==> src/pkg/cdb_pkg.sv <==
// Constants, offsets and field layout of the core debug breakpoint unit.
// Assumes a tile with eight logical cores and a plain register port.
//
// Summary of operation
// - On debug entry write cause code: 1 host, 2 call, 3 ibp, 4 dwp, 5 rwp.
// - Record index of the hardware comparator that fired, lowest index wins.
// - Record the number of the causing core, zero when no core caused it.
// - Capture access address on data watch, resource id on resource watch.
// - Halt mask bits stop their cores whenever debug mode is not active.
// - A five bit operand selects the register the debug read returns.
// - Four instruction breakpoints compare their address with the program counter.
// - Each comparator has eight per-core enable bits, reset to zero.
// - Instruction breakpoint invert bit triggers on inequality instead.
// - Bit zero of each comparator control enables it, reset to zero.
// - Data watchpoints always trigger on stores, on loads only if enabled.
// - Normal range matches first limit to second limit, both inclusive.
// - Inverted range matches outside the open interval second to first.
// - Four data watchpoints each hold a first and a second limit address.
// - Resource watchpoint fires when masked resource id equals its value.
// - Resource watchpoint invert bit fires on inequality instead.
// - Eight scratch words shared with the tile configuration space.
// - An eight bit operand names the core whose state the debug read accesses.
// - On debug entry save the interrupted saved program counter.
package cdb_pkg;

  localparam int unsigned CDB_NUM_CORES = 8;
  localparam int unsigned CDB_CORE_ID_W = 3;
  localparam int unsigned CDB_NUM_CMP = 4;
  localparam int unsigned CDB_NUM_SCRATCH = 8;

  localparam logic [7:0] CDB_SAVED_PC_OFS = 8'h11;
  localparam logic [7:0] CDB_CORE_SEL_OFS = 8'h13;
  localparam logic [7:0] CDB_REG_SEL_OFS = 8'h14;
  localparam logic [7:0] CDB_CAUSE_OFS = 8'h15;
  localparam logic [7:0] CDB_CAPTURE_OFS = 8'h16;
  localparam logic [7:0] CDB_HALT_OFS = 8'h18;
  localparam logic [7:0] CDB_SCRATCH_OFS = 8'h20;
  localparam logic [7:0] CDB_IB_ADDR_OFS = 8'h30;
  localparam logic [7:0] CDB_IB_CTRL_OFS = 8'h40;
  localparam logic [7:0] CDB_DW_FIRST_OFS = 8'h50;
  localparam logic [7:0] CDB_DW_SECOND_OFS = 8'h60;
  localparam logic [7:0] CDB_DW_CTRL_OFS = 8'h70;
  localparam logic [7:0] CDB_RW_MASK_OFS = 8'h80;
  localparam logic [7:0] CDB_RW_VALUE_OFS = 8'h90;
  localparam logic [7:0] CDB_RW_CTRL_OFS = 8'h9c;

  localparam int unsigned CDB_EN_BIT = 0;
  localparam int unsigned CDB_INV_BIT = 1;
  localparam int unsigned CDB_LOAD_BIT = 2;
  localparam int unsigned CDB_CORE_EN_LSB = 16;
  localparam int unsigned CDB_CAUSE_IDX_LSB = 16;
  localparam int unsigned CDB_CAUSE_CORE_LSB = 8;

  localparam logic [2:0] CDB_CAUSE_NONE = 3'h0;
  localparam logic [2:0] CDB_CAUSE_HOST = 3'h1;
  localparam logic [2:0] CDB_CAUSE_CALL = 3'h2;
  localparam logic [2:0] CDB_CAUSE_IBP = 3'h3;
  localparam logic [2:0] CDB_CAUSE_DWP = 3'h4;
  localparam logic [2:0] CDB_CAUSE_RWP = 3'h5;

  localparam logic [31:0] CDB_RST_WORD = 32'h0;

  typedef enum logic {CDB_RUN, CDB_DEBUG} cdb_mode_e;

endpackage

==> src/hw/cdb_core_debug_unit.sv <==
// Debug register file, breakpoint and watchpoint comparators, debug mode.
// Assumes core observation inputs are synchronous single-cycle samples.
`timescale 1ns/1ps

module cdb_core_debug_unit
  import cdb_pkg::*;
#(
  parameter int unsigned NUM_CMP = CDB_NUM_CMP
)
(
  input wire logic clock,
  input wire logic rst,
  input wire logic [7:0] reg_addr,
  input wire logic [31:0] reg_wdata,
  input wire logic reg_wr,
  input wire logic reg_rd,
  output logic [31:0] reg_rdata,
  input wire logic [7:0] cfg_addr,
  input wire logic [31:0] cfg_wdata,
  input wire logic cfg_wr,
  input wire logic cfg_rd,
  output logic [31:0] cfg_rdata,
  input wire logic host_debug_req,
  input wire logic debug_call_instruction,
  input wire logic [CDB_CORE_ID_W-1:0] call_core,
  input wire logic pc_valid,
  input wire logic [CDB_CORE_ID_W-1:0] pc_core,
  input wire logic [31:0] pc,
  input wire logic mem_valid,
  input wire logic mem_store,
  input wire logic [CDB_CORE_ID_W-1:0] mem_core,
  input wire logic [31:0] mem_addr,
  input wire logic res_valid,
  input wire logic [CDB_CORE_ID_W-1:0] res_core,
  input wire logic [31:0] res_id,
  input wire logic [31:0] saved_program_counter,
  input wire logic debug_return,
  output logic debug_enter,
  output logic debug_mode,
  output logic [CDB_NUM_CORES-1:0] core_halt,
  output logic [7:0] debug_read_core_select,
  output logic [4:0] debug_read_core_register
);

  ////////////////////////////////////////////////////////////////////////////
  // Storage.

  cdb_mode_e mode_q;
  logic [31:0] saved_pc_q;
  logic [7:0] core_sel_q;
  logic [4:0] reg_sel_q;
  logic [2:0] cause_code_q;
  logic [1:0] cause_idx_q;
  logic [7:0] cause_core_q;
  logic [31:0] capture_q;
  logic [CDB_NUM_CORES-1:0] halt_q;
  logic [31:0] scratch_q [CDB_NUM_SCRATCH];
  logic [31:0] ib_addr_q [NUM_CMP], dw_first_q [NUM_CMP];
  logic [31:0] dw_second_q [NUM_CMP], rw_mask_q [NUM_CMP];
  logic [31:0] rw_value_q [NUM_CMP];
  logic [CDB_NUM_CORES-1:0] ib_cores_q [NUM_CMP], dw_cores_q [NUM_CMP];
  logic [CDB_NUM_CORES-1:0] rw_cores_q [NUM_CMP];
  logic [NUM_CMP-1:0] ib_en_q, ib_inv_q, dw_en_q, dw_inv_q;
  logic [NUM_CMP-1:0] dw_load_q, rw_en_q, rw_inv_q;

  logic [NUM_CMP-1:0] ib_hit, dw_hit, rw_hit;
  logic enter;
  logic [2:0] cause_d;
  logic [1:0] idx_d;
  logic [7:0] core_d;

  ////////////////////////////////////////////////////////////////////////////
  // Address decode helpers.

  function automatic logic in_bank(input logic [7:0] a, input logic [7:0] b);
    in_bank = (a[7:2] == b[7:2]);
  endfunction

  logic wr_cause, wr_capture;
  assign wr_cause = reg_wr && (reg_addr == CDB_CAUSE_OFS);
  assign wr_capture = reg_wr && (reg_addr == CDB_CAPTURE_OFS);

  ////////////////////////////////////////////////////////////////////////////
  // Comparators, one set per index.

  genvar gi;
  generate
    for (gi = 0; gi < NUM_CMP; gi++)
    begin : g_cmp
      logic in_range, out_range;
      assign ib_hit[gi] = pc_valid && ib_en_q[gi]
        && ib_cores_q[gi][pc_core]
        && ((pc == ib_addr_q[gi]) != ib_inv_q[gi]);
      assign in_range = (mem_addr >= dw_first_q[gi])
        && (mem_addr <= dw_second_q[gi]);
      assign out_range = (mem_addr <= dw_second_q[gi])
        || (mem_addr >= dw_first_q[gi]);
      assign dw_hit[gi] = mem_valid && dw_en_q[gi]
        && dw_cores_q[gi][mem_core]
        && (mem_store || dw_load_q[gi])
        && (dw_inv_q[gi] ? out_range : in_range);
      assign rw_hit[gi] = res_valid && rw_en_q[gi]
        && rw_cores_q[gi][res_core]
        && (((res_id & rw_mask_q[gi]) == rw_value_q[gi])
          != rw_inv_q[gi]);
    end
  endgenerate

  ////////////////////////////////////////////////////////////////////////////
  // Cause selection: lowest cause code first, lowest index within a kind.

  function automatic logic [1:0] lowest(input logic [NUM_CMP-1:0] v);
    lowest = 2'h0;
    for (int k = NUM_CMP - 1; k >= 0; k--)
      if (v[k])
        lowest = k[1:0];
  endfunction

  always_comb
  begin
    cause_d = CDB_CAUSE_NONE;
    idx_d = 2'h0;
    core_d = 8'h00;
    if (host_debug_req)
      cause_d = CDB_CAUSE_HOST;
    else if (debug_call_instruction)
    begin
      cause_d = CDB_CAUSE_CALL;
      core_d = {5'h00, call_core};
    end
    else if (|ib_hit)
    begin
      cause_d = CDB_CAUSE_IBP;
      idx_d = lowest(ib_hit);
      core_d = {5'h00, pc_core};
    end
    else if (|dw_hit)
    begin
      cause_d = CDB_CAUSE_DWP;
      idx_d = lowest(dw_hit);
      core_d = {5'h00, mem_core};
    end
    else if (|rw_hit)
    begin
      cause_d = CDB_CAUSE_RWP;
      idx_d = lowest(rw_hit);
      core_d = {5'h00, res_core};
    end
  end

  assign enter = (mode_q == CDB_RUN) && (cause_d != CDB_CAUSE_NONE);
  assign debug_enter = enter;
  assign debug_mode = (mode_q == CDB_DEBUG);
  assign core_halt = debug_mode ? '0 : halt_q;
  assign debug_read_core_select = core_sel_q;
  assign debug_read_core_register = reg_sel_q;

  ////////////////////////////////////////////////////////////////////////////
  // Debug mode state.

  always_ff @(posedge clock or posedge rst)
  begin
    if (rst)
      mode_q <= CDB_RUN;
    else
      case (mode_q)
        CDB_RUN:
          if (enter)
            mode_q <= CDB_DEBUG;
        CDB_DEBUG:
          if (debug_return)
            mode_q <= CDB_RUN;
        default: mode_q <= CDB_RUN;
      endcase
  end

  ////////////////////////////////////////////////////////////////////////////
  // Event record: entry wins over a software write in the same cycle.

  always_ff @(posedge clock or posedge rst)
  begin
    if (rst)
    begin
      cause_code_q <= CDB_CAUSE_NONE;
      cause_idx_q <= 2'h0;
      cause_core_q <= 8'h00;
      capture_q <= CDB_RST_WORD;
      saved_pc_q <= CDB_RST_WORD;
    end
    else if (enter)
    begin
      cause_code_q <= cause_d;
      cause_idx_q <= idx_d;
      cause_core_q <= core_d;
      saved_pc_q <= saved_program_counter;
      if (cause_d == CDB_CAUSE_DWP)
        capture_q <= mem_addr;
      else if (cause_d == CDB_CAUSE_RWP)
        capture_q <= res_id;
    end
    else
    begin
      if (wr_cause)
      begin
        cause_code_q <= reg_wdata[2:0];
        cause_idx_q <= reg_wdata[CDB_CAUSE_IDX_LSB+:2];
        cause_core_q <= reg_wdata[CDB_CAUSE_CORE_LSB+:8];
      end
      if (wr_capture)
        capture_q <= reg_wdata;
      if (reg_wr && (reg_addr == CDB_SAVED_PC_OFS))
        saved_pc_q <= reg_wdata;
    end
  end

  ////////////////////////////////////////////////////////////////////////////
  // Operands and halt mask.

  always_ff @(posedge clock or posedge rst)
  begin
    if (rst)
    begin
      core_sel_q <= 8'h00;
      reg_sel_q <= 5'h00;
      halt_q <= '0;
    end
    else if (reg_wr)
    begin
      if (reg_addr == CDB_CORE_SEL_OFS)
        core_sel_q <= reg_wdata[7:0];
      if (reg_addr == CDB_REG_SEL_OFS)
        reg_sel_q <= reg_wdata[4:0];
      if (reg_addr == CDB_HALT_OFS)
        halt_q <= reg_wdata[CDB_NUM_CORES-1:0];
    end
  end

  ////////////////////////////////////////////////////////////////////////////
  // Scratch words, reachable from both ports; the debug port wins a tie.

  always_ff @(posedge clock or posedge rst)
  begin
    if (rst)
      for (int k = 0; k < CDB_NUM_SCRATCH; k++)
        scratch_q[k] <= CDB_RST_WORD;
    else
    begin
      if (cfg_wr && (cfg_addr[7:3] == CDB_SCRATCH_OFS[7:3]))
        scratch_q[cfg_addr[2:0]] <= cfg_wdata;
      if (reg_wr && (reg_addr[7:3] == CDB_SCRATCH_OFS[7:3]))
        scratch_q[reg_addr[2:0]] <= reg_wdata;
    end
  end

  ////////////////////////////////////////////////////////////////////////////
  // Comparator registers.

  always_ff @(posedge clock or posedge rst)
  begin
    if (rst)
    begin
      for (int k = 0; k < NUM_CMP; k++)
      begin
        ib_addr_q[k] <= CDB_RST_WORD;
        dw_first_q[k] <= CDB_RST_WORD;
        dw_second_q[k] <= CDB_RST_WORD;
        rw_mask_q[k] <= CDB_RST_WORD;
        rw_value_q[k] <= CDB_RST_WORD;
        ib_cores_q[k] <= '0;
        dw_cores_q[k] <= '0;
        rw_cores_q[k] <= '0;
      end
      ib_en_q <= '0;
      ib_inv_q <= '0;
      dw_en_q <= '0;
      dw_inv_q <= '0;
      dw_load_q <= '0;
      rw_en_q <= '0;
      rw_inv_q <= '0;
    end
    else if (reg_wr)
    begin
      if (in_bank(reg_addr, CDB_IB_ADDR_OFS))
        ib_addr_q[reg_addr[1:0]] <= reg_wdata;
      if (in_bank(reg_addr, CDB_IB_CTRL_OFS))
      begin
        ib_cores_q[reg_addr[1:0]] <=
          reg_wdata[CDB_CORE_EN_LSB+:CDB_NUM_CORES];
        ib_inv_q[reg_addr[1:0]] <= reg_wdata[CDB_INV_BIT];
        ib_en_q[reg_addr[1:0]] <= reg_wdata[CDB_EN_BIT];
      end
      if (in_bank(reg_addr, CDB_DW_FIRST_OFS))
        dw_first_q[reg_addr[1:0]] <= reg_wdata;
      if (in_bank(reg_addr, CDB_DW_SECOND_OFS))
        dw_second_q[reg_addr[1:0]] <= reg_wdata;
      if (in_bank(reg_addr, CDB_DW_CTRL_OFS))
      begin
        dw_cores_q[reg_addr[1:0]] <=
          reg_wdata[CDB_CORE_EN_LSB+:CDB_NUM_CORES];
        dw_load_q[reg_addr[1:0]] <= reg_wdata[CDB_LOAD_BIT];
        dw_inv_q[reg_addr[1:0]] <= reg_wdata[CDB_INV_BIT];
        dw_en_q[reg_addr[1:0]] <= reg_wdata[CDB_EN_BIT];
      end
      if (in_bank(reg_addr, CDB_RW_MASK_OFS))
        rw_mask_q[reg_addr[1:0]] <= reg_wdata;
      if (in_bank(reg_addr, CDB_RW_VALUE_OFS))
        rw_value_q[reg_addr[1:0]] <= reg_wdata;
      if (in_bank(reg_addr, CDB_RW_CTRL_OFS))
      begin
        rw_cores_q[reg_addr[1:0]] <=
          reg_wdata[CDB_CORE_EN_LSB+:CDB_NUM_CORES];
        rw_inv_q[reg_addr[1:0]] <= reg_wdata[CDB_INV_BIT];
        rw_en_q[reg_addr[1:0]] <= reg_wdata[CDB_EN_BIT];
      end
    end
  end

  ////////////////////////////////////////////////////////////////////////////
  // Read data, valid the cycle after the strobe; unmapped reads give zero.

  logic [31:0] rd_mux;
  logic [1:0] ri;
  assign ri = reg_addr[1:0];
  always_comb
  begin
    rd_mux = CDB_RST_WORD;
    if (reg_addr[7:3] == CDB_SCRATCH_OFS[7:3])
      rd_mux = scratch_q[reg_addr[2:0]];
    else if (in_bank(reg_addr, CDB_IB_ADDR_OFS))
      rd_mux = ib_addr_q[ri];
    else if (in_bank(reg_addr, CDB_IB_CTRL_OFS))
    begin
      rd_mux[CDB_CORE_EN_LSB+:CDB_NUM_CORES] = ib_cores_q[ri];
      rd_mux[CDB_INV_BIT] = ib_inv_q[ri];
      rd_mux[CDB_EN_BIT] = ib_en_q[ri];
    end
    else if (in_bank(reg_addr, CDB_DW_FIRST_OFS))
      rd_mux = dw_first_q[ri];
    else if (in_bank(reg_addr, CDB_DW_SECOND_OFS))
      rd_mux = dw_second_q[ri];
    else if (in_bank(reg_addr, CDB_DW_CTRL_OFS))
    begin
      rd_mux[CDB_CORE_EN_LSB+:CDB_NUM_CORES] = dw_cores_q[ri];
      rd_mux[CDB_LOAD_BIT] = dw_load_q[ri];
      rd_mux[CDB_INV_BIT] = dw_inv_q[ri];
      rd_mux[CDB_EN_BIT] = dw_en_q[ri];
    end
    else if (in_bank(reg_addr, CDB_RW_MASK_OFS))
      rd_mux = rw_mask_q[ri];
    else if (in_bank(reg_addr, CDB_RW_VALUE_OFS))
      rd_mux = rw_value_q[ri];
    else if (in_bank(reg_addr, CDB_RW_CTRL_OFS))
    begin
      rd_mux[CDB_CORE_EN_LSB+:CDB_NUM_CORES] = rw_cores_q[ri];
      rd_mux[CDB_INV_BIT] = rw_inv_q[ri];
      rd_mux[CDB_EN_BIT] = rw_en_q[ri];
    end
    else
    begin
      case (reg_addr)
        CDB_SAVED_PC_OFS: rd_mux = saved_pc_q;
        CDB_CORE_SEL_OFS: rd_mux[7:0] = core_sel_q;
        CDB_REG_SEL_OFS: rd_mux[4:0] = reg_sel_q;
        CDB_CAUSE_OFS:
        begin
          rd_mux[CDB_CAUSE_IDX_LSB+:2] = cause_idx_q;
          rd_mux[CDB_CAUSE_CORE_LSB+:8] = cause_core_q;
          rd_mux[2:0] = cause_code_q;
        end
        CDB_CAPTURE_OFS: rd_mux = capture_q;
        CDB_HALT_OFS: rd_mux[CDB_NUM_CORES-1:0] = halt_q;
        default: rd_mux = CDB_RST_WORD;
      endcase
    end
  end

  always_ff @(posedge clock or posedge rst)
  begin
    if (rst)
      reg_rdata <= CDB_RST_WORD;
    else
      reg_rdata <= reg_rd ? rd_mux : CDB_RST_WORD;
  end

  always_ff @(posedge clock or posedge rst)
  begin
    if (rst)
      cfg_rdata <= CDB_RST_WORD;
    else if (cfg_rd && (cfg_addr[7:3] == CDB_SCRATCH_OFS[7:3]))
      cfg_rdata <= scratch_q[cfg_addr[2:0]];
    else
      cfg_rdata <= CDB_RST_WORD;
  end

endmodule

==> config.mk <==
export PLATFORM = sky130hd
export DESIGN_NAME = cdb_core_debug_unit
export DESIGN_NICKNAME = d
export VERILOG_FILES = /design/src/pkg/cdb_pkg.sv /design/src/hw/cdb_core_debug_unit.sv
export SDC_FILE = /design/constraint.sdc
export NUM_CORES = 2
export LEC_CHECK = 0
export BUFFER_PORTS_ARGS = -buffer_cell sky130_fd_sc_hd__buf_2
export CELL_PAD_IN_SITES_DETAIL_PLACEMENT = 1
export CELL_PAD_IN_SITES_GLOBAL_PLACEMENT = 1
export CORE_AREA = 2 2 498 500
export DETAILED_ROUTE_END_ITERATION = 8
export DIE_AREA = 0 0 500 502
export PLACE_DENSITY = 0.5
export SETUP_SLACK_MARGIN = 0.15
export SLEW_MARGIN = 10
export SYNTH_ARGS = -nofsm -noshare
export SYNTH_HDL_FRONTEND = slang
export SYNTH_SLANG_ARGS = --single-unit
==> constraint.sdc <==
create_clock -name clock -period 52.5 [get_ports clock]
set_input_delay 7.875 -clock clock [delete_from_list [all_inputs] [get_ports clock]]
set_output_delay 7.875 -clock clock [all_outputs]
set_load 0.005 [all_outputs]
==> flow_summary.json <==
{
  "grt_pass1_vias": 52740,
  "ir_worst_vdd_mv": 0.03660,
  "cts_setup_buffers": 0,
  "slew_violations": 0,
  "grtUsageMet1_pct": 33.51,
  "design_area_um2": 78540,
  "grt_max_degree": 137,
  "grt_pass1_wl_um": 440900,
  "finalClockSkew_ns": 0.04416,
  "min_path_type": "reg -> reg",
  "drive_gt1_share_pct": 30.81,
  "r2r_slack_ns": 46.84,
  "nets": 6465,
  "finalSetupTns_ns": 0,
  "rsz0062_at_grt": "false",
  "synth_top_area_cell": "dfrtp_1",
  "met3_usage_pct": 4.097,
  "cap_viol_max_count": 0,
  "finalHoldViolations": 0,
  "yosysUniqueCellTypes": 76,
  "grt-busiest-layer": "met2",
  "worstMarginPinSlew_ns": 1.360,
  "grt_usage_pct": 24.91,
  "slew_headroom_pct": 9.326,
  "fp.coreArea_um2": 245300,
  "synth_nets": 6345,
  "r2r-start": "rw_mask_q[45]",
  "cts.sinks": 1183,
  "cp_cell_sequence": "buf_2, ha_1, a21oi_1, o21ai_0, a221oi_1, o21ai_0, a21o_1, maj3_1, a2bb2oi_1, nand3_2, buf_4, nand2_2, clkinv_2, buf_2",
  "end_kind": "output pin",
  "crit_fanout": 34,
  "synth_top_flop_cell": "dfrtp_1",
  "seq_area_frac_synth_pct": 43.27,
  "dieWidth_um": 500,
  "cp-startpoint": "mem_addr[25]",
  "yosysWarnings": 0,
  "globalplace.congestion": 0.9156,
  "hold_path.startpoint": "capture_q[21]",
  "critical_path.max_stage_delay_ns": 0.79,
  "vias_per_cell": 5.549,
  "crit_buf_inv": 4,
  "fmaxAchievable_mhz": 50.03,
  "die_area_um2": 251000,
  "avgSynthCellArea_um2": 11.68,
  "clk_path_buf_depth": 3,
  "dr.first_iter.drc_count": 4425,
  "post-route-period-util_pct": 38.07,
  "r2r_cells": 14,
  "ys_ff_latch": 1183,
  "cts_tree": "yes",
  "wl_um": 318000,
  "synth_edf_count": 0,
  "hold_end": "capture_q[21]",
  "powerDensity_nw_per_um2": 31.19,
  "wire_per_inst_um": 34.05,
  "hold_depth": 2,
  "r2r_end": "saved_pc_q[8]",
  "fin_crit_ns": 19.99,
  "setup_violations": 0,
  "syn_to_final_growth_pct": 14.80,
  "final_antenna_net_count": 0,
  "netlist_area_um2": 68410,
  "worstSetupStartpointType": "input pin",
  "crit_type": "in -> out",
  "numPortBuffers": 319,
  "vias": 51820,
  "cts_root_buf": "clkbuf_16",
  "antenna_found_initial": 93,
  "hold_buffers": 0,
  "placed_area_um2": 73390,
  "synthArstFlopShare_pct": 100.0,
  "status": "completed",
  "synth_area_leaders": "dfrtp_1 (43%), mux2_2 (13%), mux4_2 (11%), mux2i_1 (5.1%), ha_1 (4.7%)",
  "numCtsBuffers": 150,
  "cp_top_family": "compound AO/OA/AOI/OAI gates",
  "cpMaxStageDelayCell": "a221oi_1",
  "worstSkewPairLatency_ns": 0.83,
  "route.detailed.drc": 0,
  "firstDrtPassIters": 7,
  "yosys.area.top_type_share_pct": 43.27,
  "hold_slack_ns": 0.4777,
  "arrival_ns": 12.11,
  "rows": 182,
  "start_util_pct": 27.89,
  "dp_hpwl_um": 223200,
  "clk_transition_reported_paths_ns": 0.06,
  "htreeDepth": 4,
  "io-pin-count": 320,
  "grt_use_met2_pct": 39.64,
  "gr-total-overflow": 0,
  "dieHeight_um": 502,
  "syn_inst": 5856,
  "crit_required_ns": 44.62,
  "cts_resized": 0,
  "total_leakage_power_uw": 0.03637
}
-- per-stage QoR --
stage	util [%]	power [uW]	setup WS, ns	instances
2_1_floorplan	-	1233	11.30	5856
3_3_place_gp	29.92	1375	32.59	9044
3_5_place_dp	29.92	1384	32.55	9044
4_1_cts	32.00	2474	32.55	9315
5_1_grt	32.01	2540	32.36	9323
6_report	32.02	2450	32.51	9340
-- flip-flops by register name, indices dropped and copies added (netlist names), 5 cells and up --
name and count:
cfg_rdata 32, rw_cores_q 32, ib_addr_q 128, halt_q 8, dw_cores_q 32, dw_second_q 128, saved_pc_q 32, rw_mask_q 128
cause_core_q 8, capture_q 32, reg_rdata 32, dw_first_q 128, rw_value_q 128, debug_read_core_register 5, ib_cores_q 32, scratch_q 256
debug_read_core_select 8
-- placed cells by master, fill, tap and decap left out, types with 70 or more instances in the layout --
cell       count
dfrtp_1     1183
mux2_2       809
a21oi_1      522
nor2_1       368
mux2i_1      347
mux4_2       343
buf_2        315
inv_1        258
ha_1         256
nand2_1      176
clkbuf_16    153
buf_4        117
o21ai_0      110
xor2_1        97
and3_1        75
nand4_1       70
-- where the power goes --
part / switching, uW / internal, uW / leakage (uW) / total [uW]
Clock: 443 / 637 / 0.00250 / 1080
Sequential: 54.8 / 972 / 0.0162 / 1030
Combinational: 205 / 138 / 0.0177 / 343
Total: 703 / 1750 / 0.0364 / 2450
-- synth_stat cells, types with 40 or more instances --
cell and number:
clkbuf_1 342, a21oi_1 522, nor2_1 371, o21ai_0 111
a211oi_1 52, xor2_1 97, mux4_2 343, nor4_1 40
nand2_1 203, dfrtp_1 1183, a21o_1 46, buf_1 112
inv_1 259, ha_1 256, nand3_1 69, and3_1 78
a22oi_1 53, nand4_1 70, mux2_2 809, mux2i_1 347
-- tightest hold or removal path: cells and delay by family (launching register included) --
family           cells  cell delay, ns
AO/OA/AOI/OAI        1            0.05
flip-flops           1            0.34
AND/OR/NAND/NOR      1            0.05
-- logic make-up after synthesis --
kind of cell / count (synthesis) / share of synthesized area, %
AOI/OAI and AO/OA: 1076 / 9.647
xor gates and xnor gates: 132 / 1.690
adders and majority gates: 259 / 4.726
buffers and inverters: 731 / 4.056
DFF: 1183 / 43.27
muxes: 1499 / 29.68
and+or+nand+nor: 976 / 6.924
-- worst max-delay path by stage --
stage                               to  cells past startpoint
after floorplan           capture_q[0]                      1
after global placement     debug_enter                     14
after detailed placement   debug_enter                     14
after CTS                  debug_enter                     14
after global routing       debug_enter                     14
final                      debug_enter                     14
-- area by class of cell --
class	count	area, um^2
Antenna cell	25	62.56
Clock buffer	232	4506
Clock inverter	39	578.1
Fill cell	26390	166700
Inverter	261	988.4
Multi-Input combinational cell	3942	36210
Sequential cell	1183	29600
Tap cell	3220	4029
Timing Repair Buffer	438	2565
-- routing by layer --
layer / wire (um) / vias up
met3: 17860 / 456
met4: 14140 / 52
li1: - / 21890
met5: 309 / -
met2: 146900 / 1555
met1: 138800 / 27870
(Power assumes the default switching activity.)
